File: src/design/rodc_pkg.sv
package rodc_pkg;

    // Register addresses
    localparam logic [7:0] ADDR_CRYSTAL_TUNING_CTRL = 8'h1b;
    localparam logic [7:0] ADDR_RESERVED_CRYSTAL    = 8'h1c;
    localparam logic [7:0] ADDR_REFERENCE_PATH_CTRL = 8'h1d;
    localparam logic [7:0] ADDR_PRIMARY_OUTPUT_DRV  = 8'h32;

    // Values after reset
    localparam logic [7:0] RST_CRYSTAL_TUNING_CTRL  = 8'h80;
    localparam logic [7:0] RST_REFERENCE_PATH_CTRL  = 8'h00;
    localparam logic [7:0] RST_PRIMARY_OUTPUT_DRV   = 8'ha8;

    // Writable bits; everything else is unused, reads zero
    localparam logic [7:0] MASK_CRYSTAL_TUNING_CTRL = 8'hbf;
    localparam logic [7:0] MASK_REFERENCE_PATH_CTRL = 8'h05;
    localparam logic [7:0] MASK_PRIMARY_OUTPUT_DRV  = 8'hff;

    // Crystal tuning control fields
    localparam int CRYS_AUTO_BIT  = 7;
    localparam int CRYS_CODE_MSB  = 5;
    localparam int CRYS_CODE_LSB  = 0;
    localparam int CRYS_CODE_W    = 6;

    // Reference path control fields
    localparam int REF_DOUBLER_BIT       = 2;
    localparam int REF_FORCE_CRYSTAL_BIT = 0;

    // Primary output driver control fields
    localparam int DRV_STRONG_BIT = 7;
    localparam int DRV_PDOWN_BIT  = 6;
    localparam int DRV_MODE_MSB   = 5;
    localparam int DRV_MODE_LSB   = 3;
    localparam int DRV_POL_MSB    = 2;
    localparam int DRV_POL_LSB    = 1;
    localparam int DRV_SER_EN_BIT = 0;

    // Pin indices of the differential pair
    localparam int PIN_POS   = 0;
    localparam int PIN_NEG   = 1;
    localparam int PIN_COUNT = 2;

    typedef enum logic [2:0] {
        RODC_MODE_CMOS_BOTH = 3'h0,
        RODC_MODE_CMOS_POS  = 3'h1,
        RODC_MODE_CMOS_NEG  = 3'h2,
        RODC_MODE_CMOS_NONE = 3'h3,
        RODC_MODE_LVDS      = 3'h4,
        RODC_MODE_LVPECL    = 3'h5,
        RODC_MODE_UNUSED6   = 3'h6,
        RODC_MODE_UNUSED7   = 3'h7
    } rodc_mode_e;

endpackage : rodc_pkg

File: src/design/rodc_drv_decode.sv
`timescale 1ns/10ps
`default_nettype none

module rodc_drv_decode (
    input  wire logic [7:0] drv_ctrl_in,         // Primary output driver register
    input  wire logic       std_select_in,       // Output standard select pin, 1 = LVPECL
    output logic            strong_out,          // Strong drive
    output logic            power_down_out,      // Driver powered down
    output logic [2:0]      mode_out,            // Effective mode code
    output logic            cmos_out,            // CMOS mode in force
    output logic            lvds_out,            // LVDS mode in force
    output logic            lvpecl_out,          // LVPECL mode in force
    output logic [1:0]      pin_en_out,          // Per pin drive enable {neg, pos}
    output logic [1:0]      pin_inv_out          // Per pin inversion {neg, pos}
);

    logic             ser_en;
    logic [1:0]       pol;
    rodc_pkg::rodc_mode_e mode;
    logic [1:0]       pin_en_raw;
    logic [1:0]       pin_inv_raw;

    always_comb begin
        ser_en = drv_ctrl_in[rodc_pkg::DRV_SER_EN_BIT];
        pol    = drv_ctrl_in[rodc_pkg::DRV_POL_MSB:rodc_pkg::DRV_POL_LSB];
        if (ser_en) begin
            mode           = rodc_pkg::rodc_mode_e'(drv_ctrl_in[rodc_pkg::DRV_MODE_MSB:rodc_pkg::DRV_MODE_LSB]);
            strong_out     = drv_ctrl_in[rodc_pkg::DRV_STRONG_BIT];
            power_down_out = drv_ctrl_in[rodc_pkg::DRV_PDOWN_BIT];
        end else begin
            // Pin strap picks the standard; drive settles to its reset setting
            mode           = std_select_in ? rodc_pkg::RODC_MODE_LVPECL : rodc_pkg::RODC_MODE_LVDS;
            strong_out     = 1'b1;
            power_down_out = 1'b0;
        end
        mode_out   = mode;
        cmos_out   = (mode[2] == 1'b0);
        lvds_out   = (mode == rodc_pkg::RODC_MODE_LVDS);
        lvpecl_out = (mode == rodc_pkg::RODC_MODE_LVPECL);
        // Unused codes 110/111 drive nothing, so a stray write cannot short a pair
        pin_en_raw[rodc_pkg::PIN_POS]  = ~mode[1];
        pin_en_raw[rodc_pkg::PIN_NEG]  = ~mode[0];
        pin_inv_raw[rodc_pkg::PIN_POS] = pol[1];
        pin_inv_raw[rodc_pkg::PIN_NEG] = ~pol[0];
    end

    // Single-ended pin controls only mean something in CMOS modes
    for (genvar i = 0; i < rodc_pkg::PIN_COUNT; i++) begin : g_pin
        assign pin_en_out[i]  = cmos_out & pin_en_raw[i];
        assign pin_inv_out[i] = cmos_out & pin_inv_raw[i];
    end

endmodule : rodc_drv_decode

`default_nettype wire

File: src/design/rodc_regs.sv
`timescale 1ns/10ps
`default_nettype none

module rodc_regs (
    input  wire logic       clk_in,                      // 250 MHz clock
    input  wire logic       arst_n_in,                   // Asynchronous reset, active low
    input  wire logic       reg_wr_en_in,                // Register write strobe from serial port
    input  wire logic       reg_rd_en_in,                // Register read strobe from serial port
    input  wire logic [7:0] reg_addr_in,                 // Register address
    input  wire logic [7:0] reg_wdata_in,                // Write data
    input  wire logic       ext_ref_detect_in,           // External reference signal present
    input  wire logic       output_standard_select_pin_in, // Strap pin, 1 = LVPECL, 0 = LVDS
    output logic [7:0]      reg_rdata_out,               // Read data
    output logic            reg_rvalid_out,              // Read data valid pulse
    output logic            crystal_cap_auto_out,        // Device picks tuning capacitance
    output logic [5:0]      crystal_cap_qtr_pf_out,      // Added capacitance in 0.25 pF units
    output logic            doubler_en_out,              // 2x multiplier in reference path
    output logic            use_ext_ref_out,             // External reference routed
    output logic            use_crystal_input_out,       // Crystal input routed
    output logic            drv_strong_out,              // Strong drive
    output logic            drv_power_down_out,          // Driver powered down
    output logic [2:0]      drv_mode_out,                // Effective driver mode code
    output logic            drv_cmos_out,                // CMOS mode active
    output logic            drv_lvds_out,                // LVDS mode active
    output logic            drv_lvpecl_out,              // LVPECL mode active
    output logic [1:0]      drv_pin_en_out,              // Per pin enable {neg, pos}
    output logic [1:0]      drv_pin_inv_out              // Per pin inversion {neg, pos}
);

    ////////////////////////////////////////////////////////////////////////////////
    // Register storage

    logic [7:0] crystal_tuning_ctrl;
    logic [7:0] reference_path_ctrl;
    logic [7:0] primary_output_driver_ctrl;
    logic [7:0] next_crystal_tuning_ctrl;
    logic [7:0] next_reference_path_ctrl;
    logic [7:0] next_primary_output_driver_ctrl;

    // Unused bits are masked on the way in, so the read path needs no mask of its own
    always_comb begin
        next_crystal_tuning_ctrl        = crystal_tuning_ctrl;
        next_reference_path_ctrl        = reference_path_ctrl;
        next_primary_output_driver_ctrl = primary_output_driver_ctrl;
        if (reg_wr_en_in) begin
            case (reg_addr_in)
                rodc_pkg::ADDR_CRYSTAL_TUNING_CTRL: begin
                    next_crystal_tuning_ctrl = reg_wdata_in & rodc_pkg::MASK_CRYSTAL_TUNING_CTRL;
                end
                rodc_pkg::ADDR_REFERENCE_PATH_CTRL: begin
                    next_reference_path_ctrl = reg_wdata_in & rodc_pkg::MASK_REFERENCE_PATH_CTRL;
                end
                rodc_pkg::ADDR_PRIMARY_OUTPUT_DRV: begin
                    // Every bit is live here; the mask only keeps the three writes alike
                    next_primary_output_driver_ctrl = reg_wdata_in & rodc_pkg::MASK_PRIMARY_OUTPUT_DRV;
                end
                default: begin
                    // Reserved 0x1c and unmapped addresses hold no state
                    next_crystal_tuning_ctrl = crystal_tuning_ctrl;
                end
            endcase
        end
    end

    // Reset leaves the crystal on automatic tuning and the driver under strap control
    always_ff @(posedge clk_in or negedge arst_n_in) begin
        if (!arst_n_in) begin
            crystal_tuning_ctrl        <= rodc_pkg::RST_CRYSTAL_TUNING_CTRL;
            reference_path_ctrl        <= rodc_pkg::RST_REFERENCE_PATH_CTRL;
            primary_output_driver_ctrl <= rodc_pkg::RST_PRIMARY_OUTPUT_DRV;
        end else begin
            crystal_tuning_ctrl        <= next_crystal_tuning_ctrl;
            reference_path_ctrl        <= next_reference_path_ctrl;
            primary_output_driver_ctrl <= next_primary_output_driver_ctrl;
        end
    end

    ////////////////////////////////////////////////////////////////////////////////
    // Read path

    logic [7:0] next_reg_rdata;
    logic       next_reg_rvalid;

    // Read data holds between reads so a slow serial engine may fetch it late
    // A read and a write to one address in one cycle return the old value
    always_comb begin
        next_reg_rvalid = reg_rd_en_in;
        next_reg_rdata  = reg_rdata_out;
        if (reg_rd_en_in) begin
            case (reg_addr_in)
                rodc_pkg::ADDR_CRYSTAL_TUNING_CTRL: begin
                    next_reg_rdata = crystal_tuning_ctrl;
                end
                rodc_pkg::ADDR_REFERENCE_PATH_CTRL: begin
                    next_reg_rdata = reference_path_ctrl;
                end
                rodc_pkg::ADDR_PRIMARY_OUTPUT_DRV: begin
                    next_reg_rdata = primary_output_driver_ctrl;
                end
                default: begin
                    next_reg_rdata = 8'h00;
                end
            endcase
        end
    end

    always_ff @(posedge clk_in or negedge arst_n_in) begin
        if (!arst_n_in) begin
            reg_rdata_out  <= 8'h00;
            reg_rvalid_out <= 1'b0;
        end else begin
            reg_rdata_out  <= next_reg_rdata;
            reg_rvalid_out <= next_reg_rvalid;
        end
    end

    ////////////////////////////////////////////////////////////////////////////////
    // Crystal and reference path

    logic       next_cap_auto;
    logic [5:0] next_cap_qtr_pf;
    logic       next_doubler_en;
    logic       next_use_ext_ref;
    logic       force_crystal;
    logic [5:0] tune_code;

    // Detect is taken as synchronous; a detector in another domain needs a synchroniser upstream
    // Routing follows the detect input one edge late, like every other derived output
    always_comb begin
        next_cap_auto = crystal_tuning_ctrl[rodc_pkg::CRYS_AUTO_BIT];
        tune_code     = crystal_tuning_ctrl[rodc_pkg::CRYS_CODE_MSB:rodc_pkg::CRYS_CODE_LSB];
        // Inverted code: all ones adds nothing, all zeros adds 63 quarter pF
        next_cap_qtr_pf = next_cap_auto ? 6'h00 : ~tune_code;
        next_doubler_en = reference_path_ctrl[rodc_pkg::REF_DOUBLER_BIT];
        force_crystal   = reference_path_ctrl[rodc_pkg::REF_FORCE_CRYSTAL_BIT];
        // Detection is ignored entirely while the override is set
        next_use_ext_ref = ~force_crystal & ext_ref_detect_in;
    end

    always_ff @(posedge clk_in or negedge arst_n_in) begin
        if (!arst_n_in) begin
            crystal_cap_auto_out   <= 1'b1;
            crystal_cap_qtr_pf_out <= 6'h00;
            doubler_en_out         <= 1'b0;
            use_ext_ref_out        <= 1'b0;
            use_crystal_input_out  <= 1'b1;
        end else begin
            crystal_cap_auto_out   <= next_cap_auto;
            crystal_cap_qtr_pf_out <= next_cap_qtr_pf;
            doubler_en_out         <= next_doubler_en;
            use_ext_ref_out        <= next_use_ext_ref;
            use_crystal_input_out  <= ~next_use_ext_ref;
        end
    end

    ////////////////////////////////////////////////////////////////////////////////
    // Primary output driver

    logic       dec_strong;
    logic       dec_power_down;
    logic [2:0] dec_mode;
    logic       dec_cmos;
    logic       dec_lvds;
    logic       dec_lvpecl;
    logic [1:0] dec_pin_en;
    logic [1:0] dec_pin_inv;

    // Field meanings live in one place so a second driver could reuse them
    rodc_drv_decode u_drv_decode (
        .drv_ctrl_in    (primary_output_driver_ctrl),
        .std_select_in  (output_standard_select_pin_in),
        .strong_out     (dec_strong),
        .power_down_out (dec_power_down),
        .mode_out       (dec_mode),
        .cmos_out       (dec_cmos),
        .lvds_out       (dec_lvds),
        .lvpecl_out     (dec_lvpecl),
        .pin_en_out     (dec_pin_en),
        .pin_inv_out    (dec_pin_inv)
    );

    // Registered so the analog controls never see decode glitches
    // Reset shows the strap-low decode; the strap takes over at the first edge
    always_ff @(posedge clk_in or negedge arst_n_in) begin
        if (!arst_n_in) begin
            drv_strong_out     <= 1'b1;
            drv_power_down_out <= 1'b0;
            drv_mode_out       <= 3'h4;
            drv_cmos_out       <= 1'b0;
            drv_lvds_out       <= 1'b1;
            drv_lvpecl_out     <= 1'b0;
            drv_pin_en_out     <= 2'h0;
            drv_pin_inv_out    <= 2'h0;
        end else begin
            drv_strong_out     <= dec_strong;
            drv_power_down_out <= dec_power_down;
            drv_mode_out       <= dec_mode;
            drv_cmos_out       <= dec_cmos;
            drv_lvds_out       <= dec_lvds;
            drv_lvpecl_out     <= dec_lvpecl;
            drv_pin_en_out     <= dec_pin_en;
            drv_pin_inv_out    <= dec_pin_inv;
        end
    end

endmodule : rodc_regs

`default_nettype wire

File: config.mk
export PLATFORM = sky130hd
export DESIGN_NAME = rodc_regs
export DESIGN_NICKNAME = d
export VERILOG_FILES = /design/src/design/rodc_pkg.sv /design/src/design/rodc_drv_decode.sv /design/src/design/rodc_regs.sv
export SDC_FILE = /design/constraint.sdc
export NUM_CORES = 1
export LEC_CHECK = 0
export ABC_AREA = 1
export BUFFER_PORTS_ARGS = -buffer_cell sky130_fd_sc_hd__buf_2
export CORE_UTILIZATION = 35
export CTS_CLUSTER_SIZE = 30
export DETAILED_ROUTE_END_ITERATION = 10
export GPL_ROUTABILITY_DRIVEN = 0
export GPL_TIMING_DRIVEN = 1
export PLACE_DENSITY = 0.55
export SLEW_MARGIN = 0
export SYNTH_ARGS = -nofsm -noshare
export SYNTH_HDL_FRONTEND = slang
export SYNTH_HIERARCHICAL = 1
export SYNTH_SLANG_ARGS = --single-unit
File: constraint.sdc
create_clock -name clk_in -period 1.8 [get_ports clk_in]
set_input_delay 0.45 -clock clk_in [delete_from_list [all_inputs] [get_ports clk_in]]
set_output_delay 0.45 -clock clk_in [all_outputs]
set_load 0.02 [all_outputs]
==> summary by stage <==
Critical path
The kind of critical path is reg2out. In this run the critical register-to-register path is launched from crystal_tuning_ctrl[7]. The kind of end point of the critical path is an output pin. Traced cell by cell, the critical path runs through buf_2.

The kind of cell with the highest combined delay on the critical path is flip-flops. In this design, the stage delay of the slowest critical-path cell is roughly 0.52 ns. The slowest stage of the critical path belongs to the cell dfstp_2.

Across all register-to-register paths, the minimum setup slack is ~0.77 ns. The critical path startpoint category is a flop. The data arrival time of the critical path is 0.98 ns. For the worst flop-to-flop path, the logic depth is 4. The data required time at the worst endpoint is 1.35 ns. Counting both buffers and inverters, the worst setup path holds a total of 1. The critical-path maximum fanout is 1.

In this run the critical register-to-register path is captured at reg_rdata_out[7].

Timing
The setup TNS is 0 ns. The final critical-path share of the clock period is between 70% and 80%. The worst pin sits at a relative slew slack of roughly 80%.

For the final database, setup skew stands at ~0.010 ns. The worst path in the final design needs a cycle of ~1.4 ns, including I/O delays and setup. The number of endpoints with negative hold slack in the final report came to 0. Setup violations remaining at the end of the flow were counted as 0. The total count of max-transition violations in the final report came to 0. Setup repair after global routing left no endpoint under its margin.

Derived from the worst setup path, the maximum achievable clock frequency is 701 MHz. The slew of the pin with the lowest slew margin is roughly 0.30 ns.

Placement
Detailed placement ended at an HPWL of ~2800 um. In this run, placement finished with an instance count of ~320. The count of buffers added on input and output ports is 52.

Status
The run finished with clean final reports.

Cells and area
In the final layout, the multi-input gates occupy approximately 600 sq um. Compared with the post-synthesis result, the final layout area differs by 21.5%. The share of final-layout standard cells stronger than drive strength 1 is between 30% and 40%. The net count of the finished layout is 282. The number of inserted diodes is 0. The filler cells instantiated in the layout total ~520. The number of non-filler instances in the completed layout is about 330. The area taken by flip-flops and latches is between 0.001 and 0.0015 sq mm.

Logic synthesis
By count the netlist is led by nand2_1, dfrtp_1, inv_1. In the post-synthesis netlist, the cell with the most instances is nand2_1. The number of nets in the synthesized netlist is approximately 230. The share of the synthesized area in the top cell type is about half. The flip-flop cell with the highest count after synthesis is dfrtp_1. The average instance area after synthesis is ~9.5 sq um. The cell area that synthesis handed to floorplanning was ~0.0019 sq mm.

After synthesis the netlist holds a flip-flop and latch count of 48. The sequential share of the synthesized area is between 60 and 70%. The synthesized design contains 0 enable-type register cells. The number of warnings issued by yosys is 6. The number of distinct library cells after synthesis is 19. By area the synthesized netlist is led by dfrtp_1, dfstp_2, nand2_1, inv_1, nand3_1. Of all cell types, the one taking the most synthesized area is dfrtp_1.

The share of flip-flops with an asynchronous set or reset after synthesis is between 90% and 100%. The synthesized netlist cell count is just over 200.

Power
The total power density per cell area is slightly above 800 mW/mm^2. The sequential group share of total power is 59.1%. The proportion of total power due to net switching is ~25%. The net switching power of the design is 491 uW. The internal power is about 1.5 mW. The combinational share of power is 10.0%. The maximum resistive drop on vdd is approximately 360 uV. The clock network burns slightly above 30% of the power. In this run the static leakage power is 1.30 nW.

Die
The initial utilization of the core area, before any placement, comes to a little under two fifths. The vertical die dimension is ~77 um. The core outline area is between 0.005 and 0.006 sq mm. In this run the count of I/O pins placed on the die edge is 53. The floorplan step defined a die boundary enclosing 0.00586 sq mm. In this run the core area contains 26 standard-cell rows. The floorplan die width is between 70 and 80 um.

Clock tree
In this run, CTS created clock tree buffers numbering 5. The clock-pin slew on the worst setup and hold paths is roughly 0.090 ns. The later pin in the worst-skew pair is clocked with a latency of 0.30 ns. The clock tree synthesis step divided the H-tree into 2 levels.

The number of buffers inserted by post-CTS setup repair is 0. The post-cts resize count is 0. TritonCTS built the clock tree. The total of hold buffers inserted after clock tree synthesis is 0. The longest clock path from root to sink contains 2 buffers. The tree is rooted in a clkbuf_8. The total clock sinks is 48.

GRT
The initial antenna violation count is 0. Global routing consumed, over all layers together, 15.0% of the routing resources. Entering global routing, the biggest net connects 49 pins.

The number of global-route vias before repair is around 1400. The residual overflow from global routing is 0. The wire length of the first global-routing pass is ~6700 um.

Route
The pre-antenna-repair detailed-routing pass consisted of 4 iterations. In the final routed layout, each cell accounts on average for between 10 and 15 um. The via count normalized by instance count is roughly 4.4. The via count is about 1400.

Once detail routing completed, the nets flagged for antenna violations numbered 0. The wire length after detailed routing is 3840 um. The initial detailed-routing violation count is 72.

The detailed-route DRC error count is 0.

Worst hold path
The path class of the lowest-slack min-delay path is in2async.

Run
The max-capacitance violation count is 0.
-- power by group through the flow --
stage               Clock [mW]  Sequential (mW)  Combinational (mW)
floorplan                    0             1.21              0.0708
global placement             0             1.18               0.199
detailed placement           0             1.18               0.201
CTS                      0.625             1.16               0.202
global route             0.676             1.17               0.223
finish                   0.607             1.16               0.196
-- worst max-delay path by stage --
stage / end / cells after the start / startpoint
floorplan: crystal_tuning_ctrl[2] / 8 / reg_addr_in[6]
global placement: crystal_tuning_ctrl[0] / 8 / reg_addr_in[6]
detailed placement: crystal_tuning_ctrl[0] / 8 / reg_addr_in[6]
CTS: use_crystal_input_out / 1 / use_crystal_input_out
global route: use_crystal_input_out / 1 / use_crystal_input_out
finish: use_crystal_input_out / 1 / use_crystal_input_out
-- through the flow --
step | area (sq um) | util [%] | setup slack (ns) | power [mW] | hold slack (ns)
after global routing | 2370 | 45.2 | 0.342 | 2.07 | 0.137
after detailed placement | 2280 | 43.6 | 0.255 | 1.38 | 0.421
after CTS | 2370 | 45.2 | 0.366 | 1.99 | 0.136
final | 2370 | 45.2 | 0.374 | 1.96 | 0.126
after global placement | 2280 | 43.6 | 0.313 | 1.38 | 0.411
after floorplan | 1950 | - | 0.497 | 1.28 | 0.154
-- placed cells by master (no fill, tap or decap) --
master,n
nand2_1,55
buf_2,52
dfrtp_1,39
inv_1,27
nor2_1,16
nand3_1,13
o21ai_0,12
dfstp_2,9
nand2_2,7
nor2_4,5
o21ai_1,5
clkbuf_8,5
a21oi_1,3
o21a_1,3
inv_2,2
clkbuf_1,2
nand3_4,1
nand2_4,1
clkinv_2,1
buf_12,1
nor2_2,1
or2_1,1
-- layout make-up --
| type | count | share of cell area [%] |
|---|---|---|
| clock buffers | 7 | 3.23 |
| clock inverters | 1 | 0.212 |
| inverters | 29 | 4.60 |
| multi-input cells | 123 | 25.2 |
| flip-flops and latches | 48 | 51.2 |
| well taps | 70 | 3.70 |
| repair buffers | 53 | 11.8 |
-- layer usage --
metal / GRT usage, % / vias up / routed length (um)
li1: - / 733 / -
met1: 19.3 / 656 / 1770
met2: 24.1 / 47 / 1800
met3: 3.35 / 4 / 199
met4: 6.92 / 0 / 74
met5: 0 / - / 0
-- state kept, by name, summed over array words and instances (netlist names), 2 cells and up --
| register | count |
|---|---|
| drv_pin_en_out | 2 |
| crystal_tuning_ctrl | 7 |
| primary_output_driver_ctrl | 8 |
| drv_mode_out | 3 |
| reference_path_ctrl | 2 |
| drv_pin_inv_out | 2 |
| reg_rdata_out | 8 |
| crystal_cap_qtr_pf_out | 6 |
-- logic make-up after synthesis --
| kind of cell | Yosys count | share of synthesized area (%) |
|---|---|---|
| AO/OA/AOI/OAI | 23 | 6.30 |
| buffers and inverters | 33 | 7.13 |
| flip-flops | 48 | 62.3 |
| AND/OR/NAND/NOR | 100 | 24.3 |
(Power assumes the default switching activity.)
